File: src/shared/acts_pkg.sv
package acts_pkg;

    // ------------------------------------------------------------
    // Clock and timing
    // ------------------------------------------------------------
    localparam int CLK_HZ          = 40_000_000;
    localparam int AUTO_PERIOD_US  = 50;
    localparam int TEMP_PERIOD_US  = 5000;
    localparam int PDRST_MAX_NS    = 100;
    localparam int CLK_PERIOD_NS   = 25;
    localparam int AUTO_CYC        = CLK_HZ / 1_000_000 * AUTO_PERIOD_US;
    localparam int TEMP_CYC        = CLK_HZ / 1_000_000 * TEMP_PERIOD_US;
    localparam int PDRST_CYC       = (PDRST_MAX_NS + CLK_PERIOD_NS - 1) / CLK_PERIOD_NS;

    // ------------------------------------------------------------
    // Command register layout
    // ------------------------------------------------------------
    localparam int             CMD_W                    = 16;
    localparam logic [15:0]    CMD_RESET                = 16'h0000;
    localparam int             temp_enable_bit_position = 7;
    localparam int             OUTREF_BIT               = 4;
    localparam int             AUTO_BIT                 = 2;
    localparam int             RES_W                    = 12;

    // ------------------------------------------------------------
    // Types
    // ------------------------------------------------------------
    typedef enum logic [1:0] {
        ACTS_SLEEP = 2'b00,
        ACTS_WAKE  = 2'b01,
        ACTS_CONV  = 2'b11
    } acts_state_t;

    typedef struct packed {
        logic             valid;
        logic             is_temp;
        logic [RES_W-1:0] code;
    } acts_result_t;

endpackage : acts_pkg

File: src/rtl/acts_core.sv
`timescale 1ns/1ps

// Overview of operation
// - Stay in partial power-down when idle, including after supply power-up.
// - Fully power up before each conversion; drop back automatically afterwards.
// - Command mode: host write-address phase wakes and triggers a conversion.
// - Command mode: read start wakes device, conversion completes during address.
// - Autocycle mode: convert every 50 us without host help.
// - Serial reads and writes are serviced during partial power-down.
// - Voltage results straight binary, LSB reference/4096; temperature two's complement.
// - Finished temperature integration starts a temperature conversion automatically.
// - Running command voltage conversion finishes before a due temperature conversion.
// - Without voltage conversions, temperature converts every 5 ms.
// - Autocycle: temperature slotted into sequence; starts at once if idle.
// - Temperature result register holds latest result, always readable.
// - Temperature sensing and averaging run only while enable bit is set.
// - Average becomes seven eighths old plus one eighth new.
// - First result after enable is genuine and stays until overwritten.
// - Temperature stored as 12-bit two's complement, 0.25 degree LSB.
// - Reference select bit picks internal or outside reference; internal after reset.
// - Short low reset pulse restores command and sequencer registers to defaults on the next clock edge.
// - Reset pin held low beyond 100 ns enters full power-down.
// - Command register 16 bits, write-only, zero default, two bytes MSB first.
module acts_core
    import acts_pkg::*;
#(
    parameter int AUTO_CYCLES  = AUTO_CYC,
    parameter int TEMP_CYCLES  = TEMP_CYC,
    parameter int CONV_CYCLES  = 16,
    parameter int WAKE_CYCLES  = 4
) (
    // Clock and reset
    input  wire logic              clk,
    input  wire logic              rst_n,
    // Power-down/reset pin, synchronous sample
    input  wire logic              powerdown_reset_n,
    // Serial-side events
    input  wire logic              write_addr_seen,
    input  wire logic              read_start,
    input  wire logic              cmd_byte_valid,
    input  wire logic [7:0]        cmd_byte,
    // Analog core
    input  wire logic              integ_done,
    input  wire logic              sar_done,
    input  wire logic [RES_W-1:0]  sar_code,
    output logic                   full_power,
    output logic                   full_powerdown,
    output logic                   sar_start,
    output logic                   sar_temp_sel,
    output logic                   temp_measure_enable,
    output logic                   outside_reference_select,
    // Results
    output logic [RES_W-1:0]       volt_result,
    output logic [RES_W-1:0]       temp_result,
    output logic [RES_W-1:0]       temp_average,
    output logic [CMD_W-1:0]       cmd_value
);

    // ------------------------------------------------------------
    // Parameter check
    // ------------------------------------------------------------
    // Wake counter is 16 bits and the timers 32 bits wide
    if (CONV_CYCLES < 1 || WAKE_CYCLES < 1 || WAKE_CYCLES > 65536
            || AUTO_CYCLES < 2 || TEMP_CYCLES < 2) begin : g_bad_counts
        $error("acts_core: counts out of range");
    end

    // ------------------------------------------------------------
    // Command register and reset pin
    // ------------------------------------------------------------
    logic [CMD_W-1:0] cmd_r, cmd_nxt;
    logic             half_r, half_nxt;
    logic [7:0]       hi_r, hi_nxt;
    logic [7:0]       pd_cnt_r, pd_cnt_nxt;
    logic             fpd_r, fpd_nxt;
    logic             soft_rst;

    always_comb begin
        cmd_nxt    = cmd_r;
        half_nxt   = half_r;
        hi_nxt     = hi_r;
        pd_cnt_nxt = pd_cnt_r;
        fpd_nxt    = fpd_r;
        if (!powerdown_reset_n) begin
            // Pin sampled on clk, so shortest honoured pulse is one period
            // Saturates, so a long hold never wraps back into a bare reset
            if (pd_cnt_r != 8'hff)
                pd_cnt_nxt = pd_cnt_r + 8'h01;
            if (int'(pd_cnt_r) + 1 > PDRST_CYC)
                fpd_nxt = 1'b1;
        end else begin
            pd_cnt_nxt = 8'h00;
            fpd_nxt    = 1'b0;
        end
        if (cmd_byte_valid) begin
            if (!half_r) begin
                hi_nxt   = cmd_byte;
                half_nxt = 1'b1;
            end else begin
                cmd_nxt  = {hi_r, cmd_byte};
                half_nxt = 1'b0;
            end
        end
        // Odd byte is dropped by a new write address
        if (write_addr_seen)
            half_nxt = 1'b0;
    end

    // Pin is sampled, so the restore lands on the next edge
    assign soft_rst = !powerdown_reset_n;

    always_ff @(posedge clk) begin
        if (!rst_n || soft_rst) begin
            cmd_r <= CMD_RESET;
            half_r <= 1'b0;
            hi_r   <= 8'h00;
        end else begin
            cmd_r  <= cmd_nxt;
            half_r <= half_nxt;
            hi_r   <= hi_nxt;
        end
        if (!rst_n) begin
            pd_cnt_r <= 8'h00;
            fpd_r    <= 1'b0;
        end else begin
            pd_cnt_r <= pd_cnt_nxt;
            fpd_r    <= fpd_nxt;
        end
    end

    logic tsen, auto_mode;
    assign tsen      = cmd_r[temp_enable_bit_position];
    assign auto_mode = cmd_r[AUTO_BIT];

    // ------------------------------------------------------------
    // Sequencer
    // ------------------------------------------------------------
    acts_state_t     st_r, st_nxt;
    logic [15:0]     cnt_r, cnt_nxt;
    logic [31:0]     auto_r, auto_nxt;
    logic [31:0]     tmr_r, tmr_nxt;
    logic            vpend_r, vpend_nxt;
    logic            tpend_r, tpend_nxt;
    logic            cur_t_r, cur_t_nxt;
    logic            start_r, start_nxt;
    logic [RES_W-1:0] volt_r, volt_nxt, tres_r, tres_nxt, avg_r, avg_nxt;
    logic            seeded_r, seeded_nxt;
    logic [RES_W+2:0] acc;
    logic            v_set;
    logic            t_set;
    acts_result_t    conv_res;

    // Done outside a conversion is stray and is dropped
    assign conv_res = '{valid:   sar_done && (st_r == ACTS_CONV),
                        is_temp: cur_t_r,
                        code:    sar_code};

    always_comb begin
        st_nxt     = st_r;
        cnt_nxt    = cnt_r;
        auto_nxt   = auto_r;
        tmr_nxt    = tmr_r;
        vpend_nxt  = vpend_r;
        tpend_nxt  = tpend_r;
        cur_t_nxt  = cur_t_r;
        start_nxt  = 1'b0;
        volt_nxt   = volt_r;
        tres_nxt   = tres_r;
        avg_nxt    = avg_r;
        seeded_nxt = seeded_r;
        acc        = '0;
        v_set      = 1'b0;
        t_set      = 1'b0;
        // Request capture; pending requests survive an active conversion
        if (!auto_mode && (write_addr_seen || read_start))
            v_set = 1'b1;
        // Free-running, so the autocycle grid holds across conversions
        if (auto_mode) begin
            if (auto_r >= 32'(AUTO_CYCLES - 1)) begin
                auto_nxt = 32'h0;
                v_set    = 1'b1;
            end else
                auto_nxt = auto_r + 32'h1;
        end else
            auto_nxt = 32'h0;
        if (tsen) begin
            if (integ_done)
                t_set = 1'b1;
            // Periodic fallback while no voltage traffic
            if (vpend_r || st_r != ACTS_SLEEP)
                tmr_nxt = 32'h0;
            else if (tmr_r >= 32'(TEMP_CYCLES - 1)) begin
                tmr_nxt = 32'h0;
                t_set   = 1'b1;
            end else
                tmr_nxt = tmr_r + 32'h1;
        end else begin
            tpend_nxt  = 1'b0;
            tmr_nxt    = 32'h0;
            seeded_nxt = 1'b0;
        end
        case (st_r)
            ACTS_SLEEP: begin
                if (vpend_r || tpend_r) begin
                    st_nxt  = ACTS_WAKE;
                    cnt_nxt = 16'h0;
                end
            end
            ACTS_WAKE: begin
                if (cnt_r >= 16'(WAKE_CYCLES - 1)) begin
                    st_nxt    = ACTS_CONV;
                    start_nxt = 1'b1;
                    // Temperature takes the next slot, voltage waits
                    cur_t_nxt = tpend_r;
                    if (tpend_r)
                        tpend_nxt = 1'b0;
                    else
                        vpend_nxt = 1'b0;
                end else
                    cnt_nxt = cnt_r + 16'h1;
            end
            ACTS_CONV: begin
                if (conv_res.valid) begin
                    st_nxt = ACTS_SLEEP;
                    if (conv_res.is_temp) begin
                        tres_nxt = conv_res.code;
                        if (!seeded_r) begin
                            avg_nxt    = conv_res.code;
                            seeded_nxt = 1'b1;
                        end else begin
                            // Three guard bits keep seven times the average from overflowing
                            acc     = {avg_r[RES_W-1], avg_r[RES_W-1], avg_r[RES_W-1], avg_r}
                                    * 15'(7)
                                    + {{3{conv_res.code[RES_W-1]}}, conv_res.code};
                            avg_nxt = RES_W'($signed(acc) >>> 3);
                        end
                    end else
                        volt_nxt = conv_res.code;
                end
            end
            default: st_nxt = ACTS_SLEEP;
        endcase
        // New request on the consuming edge wins, so none is lost
        if (v_set)
            vpend_nxt = 1'b1;
        if (t_set)
            tpend_nxt = 1'b1;
        // Full power-down overrides any pending work
        if (fpd_r)
            st_nxt = ACTS_SLEEP;
    end

    always_ff @(posedge clk) begin
        if (!rst_n || soft_rst) begin
            st_r     <= ACTS_SLEEP;
            cnt_r    <= 16'h0;
            auto_r   <= 32'h0;
            tmr_r    <= 32'h0;
            vpend_r  <= 1'b0;
            tpend_r  <= 1'b0;
            cur_t_r  <= 1'b0;
            start_r  <= 1'b0;
            volt_r   <= '0;
            tres_r   <= '0;
            avg_r    <= '0;
            seeded_r <= 1'b0;
        end else begin
            st_r     <= st_nxt;
            cnt_r    <= cnt_nxt;
            auto_r   <= auto_nxt;
            tmr_r    <= tmr_nxt;
            vpend_r  <= vpend_nxt;
            tpend_r  <= tpend_nxt;
            cur_t_r  <= cur_t_nxt;
            start_r  <= start_nxt;
            volt_r   <= volt_nxt;
            tres_r   <= tres_nxt;
            avg_r    <= avg_nxt;
            seeded_r <= seeded_nxt;
        end
    end

    // ------------------------------------------------------------
    // Outputs
    // ------------------------------------------------------------
    // Serial side is independent of state, so access works asleep
    assign full_power               = (st_r != ACTS_SLEEP);
    assign full_powerdown           = fpd_r;
    assign sar_start                = start_r;
    assign sar_temp_sel             = cur_t_r;
    // Sensor held off in full power-down
    assign temp_measure_enable      = tsen && !fpd_r;
    // Zero after reset selects the internal reference
    assign outside_reference_select = cmd_r[OUTREF_BIT];
    assign volt_result              = volt_r;
    assign temp_result              = tres_r;
    assign temp_average             = avg_r;
    assign cmd_value                = cmd_r;

endmodule : acts_core

File: config.mk
export PLATFORM = sky130hd
export DESIGN_NAME = acts_core
export DESIGN_NICKNAME = d
export VERILOG_FILES = /design/src/shared/acts_pkg.sv /design/src/rtl/acts_core.sv
export SDC_FILE = /design/constraint.sdc
export NUM_CORES = 1
export LEC_CHECK = 0
export ABC_AREA = 1
export BUFFER_PORTS_ARGS = -buffer_cell sky130_fd_sc_hd__clkbuf_2
export CAP_MARGIN = 20
export CORE_MARGIN = 1
export CORE_UTILIZATION = 50
export DETAILED_ROUTE_END_ITERATION = 6
export PLACE_DENSITY = 0.68
export SLEW_MARGIN = 20
export SYNTH_ARGS = -nofsm -noshare
export SYNTH_HDL_FRONTEND = slang
export SYNTH_SLANG_ARGS = --single-unit
File: constraint.sdc
create_clock -name clk -period 3.35 [get_ports clk]
set_clock_uncertainty 0.2 [all_clocks]
set_input_delay 0.1675 -clock clk [delete_from_list [all_inputs] [get_ports clk]]
set_output_delay 0.1675 -clock clk [all_outputs]
set_load 0.02 [all_outputs]
# After elaboration in Yosys (flattened, before gate mapping)
# Cells that the tools add are included.
# W data, S select, Z words.
# totals
register_bits	157
out_inout_bits	58
elab_cells	103
# classes
addsub	6
multipliers	1
order_cmp	4
eq_ne	8
muxes	31
bitwise	6
reduce_logical	30
# op_table
operator	n
$add A32 B1 Y32 const B	2
$ge A32 B11 Y1 const B	1
$ge A32 B18 Y1 const B	1
$mux W16	2
$pmux W16 S2	1
$mux W1	23
$add A16 B1 Y16 const B	1
$ge A16 B2 Y1 const B	1
$add A15 B15 Y15	1
$mul A15 B3 Y15 const B	1
$reduce_and A3 Y1	5
$mux W12	1
$add A8 B1 Y9 const B	1
$gt A9 B3 Y1 const B	1
$add A8 B1 Y8 const B	1
$ne A2 B2 Y1 const B	4
$ne A8 B8 Y1 const B	1
$reduce_bool A2 Y1	4
$reduce_or A2 Y1	4
$mux W2	3
$not A1 Y1	6
$pmux W2 S3	1
$reduce_and A2 Y1	3
$logic_not A1 Y1	4
8 further kinds	13

# Logic depth before layout (Yosys ltp)
# Gate-level depths: netlist (run 1).
# depth
word_depth	7
mapped_depth	16
ltp_nobuf	16

# Worst setup path after synthesis (run 1)
# No wires, ideal clock.
# synth_timing
path_kind	flip-flop to flip-flop
start	reg avg_r[2], in the netlist temp_average[2]
end	reg avg_r[11], in the netlist temp_average[11]
setup_time_ns	0.119
arrival_ns	2.669
required_ns	3.031
setup_slack_ns	0.362
stages_incl_launch_ff	16
period_less_slack_ns	2.988
cell_sequence	dfxtp_1 -> inv_1 -> fa_1 -> fa_1 -> inv_1 -> ha_1 -> nand2_1 -> inv_1 -> a21oi_1 -> nand2_1 -> nand2_1 -> nand2_1 -> nand2_1 -> nand3_1 -> nand2_1 -> a21oi_1
# synth_via
elab_chain_cells	3
# synth_lines
item	line	rtl
start, declared	acts_core.sv:146	logic [RES_W-1:0] volt_r, volt_nxt, tres_r, tres_nxt, avg_r, avg_nxt;
start signal, assigned	acts_core.sv:278	avg_r <= avg_nxt;
$mul A15 B3 Y15	acts_core.sv:233	* 15'(7)
$add A15 B15 Y15	acts_core.sv:234	+ {{3{conv_res.code[RES_W-1]}}, conv_res.code};
$mux W12	acts_core.sv:227	if (!seeded_r) begin
# Every way passes these cells.
# A chain may end at the register's enable or synchronous reset.

# Worst setup path in the final report (run 1)
# layout_timing
start	reg avg_r[3], in the netlist temp_average[3]
end	reg avg_r[7], in the netlist temp_average[7]
# Same word-level chain as after synthesis.

==> insert_results.sql, run 1 <==
INSERT INTO impl_metrics (metric_group, metric, value, unit) VALUES
('sta', 'fin_tns_setup', '0', 'ns'),
('floorplanning', 'fp.dieW', '120', 'um'),
('global_routing', 'antenna_found_initial', '0', ''),
('logic_synthesis', 'syn_area', '0.00701', 'sq mm'),
('critical_path', 'cp-start-kind', 'register', ''),
('sta', 'grt_setup_unrepaired', 'no', ''),
('logic_synthesis', 'number_of_synthesized_flops_with_an_enable_pin', '0', ''),
('placed_design', 'routabilityCongestion', '0.872', ''),
('sta', 'timing.final.max_slew_violations', '0', ''),
('logic_synthesis', 'synth-warning-count', '0', ''),
('clock_network', 'tritoncts_clock_tree', 'yes', ''),
('pwr', 'irDropWorstVdd', '0.369', 'mV'),
('placed_design', 'placed_cell_area', '0.00769', 'sq mm'),
('logic_synthesis', 'synth_simple_gate_area_share', '23.6', '%'),
('critical_path', 'cp_slowest_stage_delay', '0.52', 'ns'),
('logic_synthesis', 'combinational_family_with_the_most_area_after_synthesis', 'simple AND/OR/NAND/NOR gates', ''),
('logic_synthesis', 'synth-compound-area-share', '10.5', '%'),
('pwr', 'cellPowerDensity', '472', 'mW/mm^2'),
('critical_path', 'crit_type', 'reg -> reg', ''),
('hold_path', 'min_path_type', 'in -> reg', ''),
('route', 'detail-route-antenna-nets', '0', ''),
('logic_synthesis', 'synth-seq-area-share', '44.8', '%'),
('run_status', 'outcome', 'finished, final reports clean', ''),
('critical_path', 'crit_family', 'adder cells', ''),
('sta', 'tightest_slew', '0.844', 'ns'),
('sta', 'max_clock_freq', '321', 'MHz'),
('clock_network', 'htree_num_levels', '4', ''),
('critical_path', 'critical_path.slowest_cell', 'sky130_fd_sc_hd__fa_1', ''),
('sta', 'hold_viol', '0', ''),
('cells_and_area', 'drive_gt1_share', '13.6', '%'),
('clock_network', 'max_root_sink_buffers', '2', ''),
('cells_and_area', 'n_antenna_cell', '0', ''),
('critical_path', 'worstPathArrival', '3.21', 'ns'),
('route', 'number_of_optimization_iterations_in_the_first_detailed_route_pass', '5', ''),
('clock_network', 'path_clk_slew', '0.06', 'ns'),
('logic_synthesis', 'synth_top_flop_cell', 'sky130_fd_sc_hd__dfxtp_1', ''),
('job', 'timing.max_cap.violations', '0', ''),
('floorplanning', 'chipHeight', '120', 'um'),
('placed_design', 'detailedPlacementHpwl', '10800', 'um'),
('critical_path', 'required', '3.44', 'ns'),
('clock_network', 'source_to_sink_clock_delay_at_the_later_pin_of_the_worst_skew_pair', '0.42', 'ns'),
('floorplanning', 'fp.dieArea', '0.0145', 'sq mm'),
('global_routing', 'grt_max_degree', '34', ''),
('floorplanning', 'placement_rows', '42', ''),
('logic_synthesis', 'yosys-mux-area-fraction', '0', '%'),
('placed_design', 'port_buffers', '85', ''),
('logic_synthesis', 'syn-mean-instance-area', '7.80', 'sq um'),
('pwr', 'p_leak', '3.83', 'nW'),
('clock_network', 'cts_resized', '0', ''),
('route', 'detailroute.via_count', '5938', ''),
('clock_network', 'cts_inserted_buffers', '17', ''),
('floorplanning', 'top_level_ports', '86', ''),
('global_routing', 'remaining_global_route_overflow', '0', ''),
('logic_synthesis', 'synth_adder_area_share', '9.75', '%'),
('route', 'wl_per_cell', '12.2', 'um'),
('floorplanning', 'area_of_the_core_region', '0.0135', 'sq mm'),
('route', 'routed_wl', '15000', 'um'),
('logic_synthesis', 'post_synth_num_cell_types', '39', ''),
('critical_path', 'critical_path_buffer_and_inverter_count', '3', ''),
('global_routing', 'grt_pass1_vias', '5593', ''),
('logic_synthesis', 'async_reset_ff_share', '0', '%'),
('critical_path', 'worstPathMaxFanout', '4', ''),
('logic_synthesis', 'syn-instance-count', '898', ''),
('sta', 'final_critical_path_required_period', '3.12', 'ns'),
('clock_network', 'cell_at_the_root_of_the_clock_tree', 'sky130_fd_sc_hd__clkbuf_16', ''),
('cells_and_area', 'layout_common_cells', 'sky130_fd_sc_hd__dfxtp_1 (157), sky130_fd_sc_hd__nand2_1 (150), sky130_fd_sc_hd__nor2_1 (148), sky130_fd_sc_hd__inv_1 (118), sky130_fd_sc_hd__clkbuf_2 (85)', ''),
('critical_path', 'path_common_cell', 'sky130_fd_sc_hd__nand2_1', ''),
('critical_path', 'critical_path.endpoint_type', 'register', ''),
('critical_path', 'worstPathCellList', 'inv_1, fa_1, fa_1, inv_1, ha_1, nand2_1, inv_1, a21oi_1, nand2_1, nand2_1, nand2_1, nand2_1, nand3_1, nand2_1, a21oi_1', ''),
('cells_and_area', 'cell_area_after_layout', '0.00856', 'sq mm'),
('sta', 'fin_crit_sh', '93.0', '%');
## worst min-delay path: stages
cell	delay, ns
sky130_fd_sc_hd__clkbuf_2	0.10
sky130_fd_sc_hd__inv_1	0.18
sky130_fd_sc_hd__a21oi_1	0.17
## logic make-up (layout without fill, tap and decap cells)
family	count (synthesis)	count (layout)
adders and majority gates	42	42
xor gates and xnor gates	22	22
and+or+nand+nor	386	386
buffers and inverters	146	273
AOI/OAI and AO/OA	144	144
DFF	157	157
other	1	35
## per-layer routing
metal,vias to the layer above,global-route usage (%),share of wire [%]
li1,3114,-,-
met1,2682,29.9,49
met2,131,36.6,46
met3,11,4.34,4.2
met4,0,6.02,0.96
met5,-,0,0
## synthesized netlist by cell type, types with 2 or more instances
library cell               instances  area [sq um]
sky130_fd_sc_hd__buf_6             2          22.5
sky130_fd_sc_hd__nand2_1         150           563
sky130_fd_sc_hd__nand2_2           3          18.8
sky130_fd_sc_hd__inv_2             5          18.8
sky130_fd_sc_hd__nand3_1          35           175
sky130_fd_sc_hd__nand3_2           3          30.0
sky130_fd_sc_hd__nor2_2            3          18.8
sky130_fd_sc_hd__o21ai_1           2          10.0
sky130_fd_sc_hd__or2_2             2          12.5
sky130_fd_sc_hd__inv_1           118           443
sky130_fd_sc_hd__and3_1            3          18.8
sky130_fd_sc_hd__clkbuf_1          9          33.8
sky130_fd_sc_hd__xnor2_1           8          70.1
sky130_fd_sc_hd__fa_1             21           420
sky130_fd_sc_hd__a21oi_1          75           375
sky130_fd_sc_hd__nand4_1          12          75.1
sky130_fd_sc_hd__buf_4             3          22.5
sky130_fd_sc_hd__buf_2             6          30.0
sky130_fd_sc_hd__dfxtp_1         157          3140
sky130_fd_sc_hd__o21ai_0          63           315
sky130_fd_sc_hd__ha_1             21           263
sky130_fd_sc_hd__nor4_1           10          62.6
sky130_fd_sc_hd__nor2_1          148           556
sky130_fd_sc_hd__xor2_1           14           123
sky130_fd_sc_hd__nor3_1           11          55.1
## final timing paths
| path | from | end | slack [ns] | cells after the start |
|---|---|---|---|---|
| min | sar_code[11] | volt_result[11] | 0.06 | 3 |
| min reg2reg | cnt_r[15] | cnt_r[15] | 0.24 | 2 |
| max reg2reg | temp_average[3] | temp_average[7] | 0.23 | 15 |
| max | temp_average[3] | temp_average[7] | 0.23 | 15 |
## state kept, by name, summed over array words and instances, names as in the netlist, 2 cells and up
name and count:
hi_r 8, auto_r 32, st_r 2, cnt_r 16, temp_result 12, temp_average 12, cmd_value 16, volt_result 12
pd_cnt_r 8, tmr_r 32
## layout make-up
type,instances,area (sq um)
Fill cell,1216,4890
Clock buffer,17,425
Tap cell,176,220
Timing Repair Buffer,117,733
Clock inverter,15,175
Sequential cell,157,3140
Multi-Input combinational cell,629,3400
Inverter,124,465
## stage by stage
stage / power (mW) / utilization, % / cells / setup WS, ns / hold WS (ns)
floorplan: 2.05 / - / 932 / 0.362 / 0.0460
global placement: 2.10 / 57.2 / 1176 / 0.316 / 0.168
detailed placement: 2.11 / 57.2 / 1176 / 0.259 / 0.168
CTS: 4.07 / 63.6 / 1235 / 0.244 / 0.0412
global route: 4.18 / 63.6 / 1235 / 0.00600 / 0.0610
finish: 4.04 / 63.6 / 1235 / 0.235 / 0.0556
## timing repair
action / CTS / global route
hold buffers: 27 / 0
endpoints found under the hold margin: 55 / 0
setup buffers: 0 / 0
## report_power, final
group / internal (mW) / total (mW) / switching (mW)
Clock: 1.13 / 1.95 / 0.823
Combinational: 0.0681 / 0.179 / 0.111
Sequential: 1.90 / 1.91 / 0.0114
Total: 3.09 / 4.04 / 0.945
Note: power is estimated with default switching activity, not from simulation.
==> run 2: changes to the inputs <==
- ABC_AREA: 1 -> not set
==> run 2 against run 1 <==
Effect of this change: sequential share of layout area shrank 0.10 points; combinational power shrank 2%; routed wire length grew 2.2%; utilization grew 1.5 points; cell count shrank 9.1%; non-clock buffer count grew 18; sequential cell count is the same; first-iteration DRC count shrank 16%; count of clock-buffer cells in the layout is the same; sequential power is essentially flat; maximum frequency shrank 4.4%.
==> insert_results.sql, run 2 <==
INSERT INTO impl_metrics (metric_group, metric, value, unit) VALUES
('logic_synthesis', 'synth.top_cells.by_count', 'sky130_fd_sc_hd__dfxtp_1 (157), sky130_fd_sc_hd__nand2_1 (130), sky130_fd_sc_hd__a21oi_1 (85), sky130_fd_sc_hd__nor2_1 (82), sky130_fd_sc_hd__inv_1 (49)', ''),
('logic_synthesis', 'synth-seq-area-share', '46.4', '%'),
('cells_and_area', 'num-nets-final', '1003', ''),
('logic_synthesis', 'synthMostInstantiatedCell', 'sky130_fd_sc_hd__dfxtp_1', ''),
('sta', 'slew_headroom', '43.8', '%'),
('critical_path', 'worstPathArrival', '3.38', 'ns'),
('placed_design', 'port_buffers', '85', ''),
('route', 'drt_initial_violations', '319', ''),
('floorplanning', 'start_util', '51.2', '%'),
('cells_and_area', 'largest_registers', 'auto_r x32, tmr_r x32', ''),
('route', 'detailroute.via_count', '5832', ''),
('cells_and_area', 'drive_gt1_share', '19.5', '%'),
('pwr', 'cellPowerDensity', '450', 'mW/mm^2'),
('run_status', 'outcome', 'finished, final reports clean', ''),
('clock_network', 'htree_num_levels', '4', ''),
('sta', 'max_clock_freq', '307', 'MHz'),
('placed_design', 'pre_cts_ws', '-0.0809', 'ns'),
('clock_network', 'source_to_sink_clock_delay_at_the_later_pin_of_the_worst_skew_pair', '0.42', 'ns'),
('placed_design', 'placed_cells_incl_taps', '1062', ''),
('clock_network', 'path_clk_slew', '0.07', 'ns'),
('global_routing', 'antenna_found_initial', '0', ''),
('clock_network', 'max_root_sink_buffers', '2', ''),
('global_routing', 'global_route_wire_length_before_repair', '25300', 'um'),
('sta', 'final_critical_path_setup_slack', '0.0901', 'ns'),
('route', 'maxUsedRoutingLayer', 'met4', ''),
('logic_synthesis', 'number_of_synthesized_flops_with_an_enable_pin', '0', ''),
('cells_and_area', 'stdcell_count', '1122', ''),
('critical_path', 'required', '3.47', 'ns'),
('logic_synthesis', 'syn-instance-count', '777', ''),
('logic_synthesis', 'syn_area', '0.00678', 'sq mm'),
('logic_synthesis', 'netlist.area_leader.share', '46.4', '%'),
('sta', 'fin_crit_sh', '97.3', '%'),
('sta', 'final_critical_path_required_period', '3.26', 'ns'),
('critical_path', 'cp-start-kind', 'register', ''),
('cells_and_area', 'areaGrowthSynthToFinish', '27.3', '%'),
('logic_synthesis', 'async_reset_ff_share', '0', '%'),
('critical_path', 'path_common_cell', 'sky130_fd_sc_hd__fa_1', ''),
('clock_network', 'clkSinkCount', '157', ''),
('route', 'dr_wl_met2', '7620', 'um'),
('floorplanning', 'area_of_the_core_region', '0.0132', 'sq mm'),
('sta', 'grt_setup_unrepaired', 'yes', ''),
('logic_synthesis', 'post_synth_num_cell_types', '53', ''),
('floorplanning', 'placement_rows', '42', ''),
('sta', 'timing.final.max_slew_violations', '0', ''),
('floorplanning', 'fp.dieW', '118', 'um'),
('logic_synthesis', 'yosysTopAreaCell', 'sky130_fd_sc_hd__dfxtp_1', ''),
('route', 'wl_per_cell', '13.7', 'um'),
('global_routing', 'grt_pass1_vias', '5511', ''),
('route', 'dr_wl_met3', '806', 'um'),
('route', 'vias_cell', '5.20', ''),
('critical_path', 'cp_slowest_stage_delay', '0.52', 'ns'),
('critical_path', 'critical_path.slowest_cell', 'sky130_fd_sc_hd__fa_1', ''),
('pwr', 'p_leak', '3.47', 'nW'),
('logic_synthesis', 'syn-mean-instance-area', '8.72', 'sq um'),
('route', 'number_of_remaining_drc_errors', '0', ''),
('cells_and_area', 'most_frequent_standard_cell_in_the_layout_excluding_fill_and_tap_cells', 'sky130_fd_sc_hd__dfxtp_1', ''),
('route', 'routed_wl', '15400', 'um'),
('clock_network', 'cts_inserted_buffers', '17', ''),
('sta', 'tightest_slew', '0.841', 'ns'),
('route', 'detail-route-antenna-nets', '0', ''),
('clock_network', 'cell_at_the_root_of_the_clock_tree', 'sky130_fd_sc_hd__clkbuf_16', ''),
('hold_path', 'min_path_type', 'in -> reg', ''),
('placed_design', 'routabilityCongestion', '0.888', ''),
('logic_synthesis', 'synthTopCellsByArea', 'sky130_fd_sc_hd__dfxtp_1 (46%), sky130_fd_sc_hd__nand2_1 (7.2%), sky130_fd_sc_hd__a21oi_1 (6.3%), sky130_fd_sc_hd__fa_1 (6.2%), sky130_fd_sc_hd__nor2_1 (4.5%)', ''),
('pwr', 'irDropWorstVdd', '0.448', 'mV'),
('critical_path', 'crit_type', 'reg -> reg', ''),
('job', 'timing.max_cap.violations', '0', ''),
('logic_synthesis', 'synth_seq_cells', '157', ''),
('sta', 'hold_viol', '0', ''),
('cells_and_area', 'n_antenna_cell', '0', ''),
('cells_and_area', 'layout_common_cells', 'sky130_fd_sc_hd__dfxtp_1 (149), sky130_fd_sc_hd__nand2_1 (127), sky130_fd_sc_hd__clkbuf_2 (85), sky130_fd_sc_hd__nor2_1 (82), sky130_fd_sc_hd__a21oi_1 (82)', ''),
('critical_path', 'worstPathCellList', 'inv_4, fa_1, fa_1, inv_2, ha_4, nand2_2, nor4b_4, nor4_2, o21ai_1, xnor2_1, a2111oi_2', ''),
('route', 'number_of_optimization_iterations_in_the_first_detailed_route_pass', '5', ''),
('critical_path', 'worstPathMaxFanout', '5', ''),
('floorplanning', 'chipHeight', '118', 'um'),
('placed_design', 'detailedPlacementHpwl', '10900', 'um'),
('clock_network', 'tritoncts_clock_tree', 'yes', ''),
('sta', 'setup_viol', '0', ''),
('route', 'drt-met1-wl', '6640', 'um'),
('floorplanning', 'fp.dieArea', '0.0140', 'sq mm'),
('logic_synthesis', 'synth_top_flop_cell', 'sky130_fd_sc_hd__dfxtp_1', ''),
('logic_synthesis', 'synth-warning-count', '0', ''),
('global_routing', 'grt_max_degree', '40', ''),
('global_routing', 'groute.usage.overall', '22.6', '%'),
('critical_path', 'critical_path.endpoint_type', 'register', ''),
('floorplanning', 'top_level_ports', '86', ''),
('global_routing', 'remaining_global_route_overflow', '0', '');
run 2: final timing paths:
| kind | startpoint | slack [ns] | end | cells past startpoint |
|---|---|---|---|---|
| worst max register to register | temp_average[5] | 0.09 | temp_average[8] | 11 |
| worst min-delay path | powerdown_reset_n | 0.06 | pd_cnt_r[4] | 3 |
| worst min register to register | hi_r[1] | 0.25 | cmd_value[9] | 2 |
| worst max-delay path | temp_average[5] | 0.09 | temp_average[8] | 11 |
run 2: worst max-delay path: cells and delay by family, from the launching register on:
family | cells | cell delay, ns
AOI/OAI and AO/OA | 2 | 0.52
and+or+nand+nor | 3 | 0.56
adders and majority gates | 3 | 1.33
xor gates and xnor gates | 1 | 0.10
buffers and inverters | 2 | 0.10
DFF | 1 | 0.35
run 2: power breakdown:
| group | total, mW | switching, mW | internal (mW) |
|---|---|---|---|
| registers | 1.91 | 0.0113 | 1.89 |
| clock network | 1.80 | 0.773 | 1.03 |
| logic | 0.175 | 0.101 | 0.0734 |
| total | 3.89 | 0.886 | 3.00 |
run 2: metrics by stage:
| stage | util (%) | instance area [sq um] | setup TNS (ns) | total power [mW] | hold slack [ns] |
|---|---|---|---|---|---|
| after floorplan | - | 6920 | -0.0699 | 2.03 | 0.0448 |
| after global placement | 57.5 | 7610 | 0 | 2.08 | 0.167 |
| after detailed placement | 57.5 | 7610 | -0.121 | 2.09 | 0.171 |
| after CTS | 63.9 | 8460 | 0 | 3.92 | 0.0380 |
| after global routing | 65.1 | 8630 | -0.107 | 4.02 | 0.0804 |
| final | 65.1 | 8630 | 0 | 3.89 | 0.0589 |
run 2: repair_timing:
| action | in CTS | in global routing |
|---|---|---|
| pin swaps | 2 | 23 |
| hold buffers | 26 | 0 |
| hold endpoints to repair | 55 | 0 |
| buffers inserted | 0 | 2 |
| endpoints found under the setup margin | 5 | 8 |
| gates resized for setup | 4 | 41 |
run 2: final cells by class:
class	instances	area (sq um)
clock buffer	17	425
tap	176	220
inverter	50	190
fill	1129	4620
clock inverter	15	143
timing repair buffer	135	866
multi-input combinational	572	3620
sequential	157	3160
run 2: cells by family after synthesis:
family                     synth area share [%]
DFF                                        46.4
AOI/OAI and AO/OA                          12.4
adders and majority gates                  10.2
muxes                                     0.295
other                                    0.0553
buffers and inverters                      4.60
xor gates and xnor gates                   5.43
and+or+nand+nor                            20.7
run 2: routing by layer:
metal  vias to the layer above  track usage (%)
met5                         -                0
met4                         0             9.65
met2                       176             38.2
li1                       2889                -
met3                        28             5.02
met1                      2739             27.8
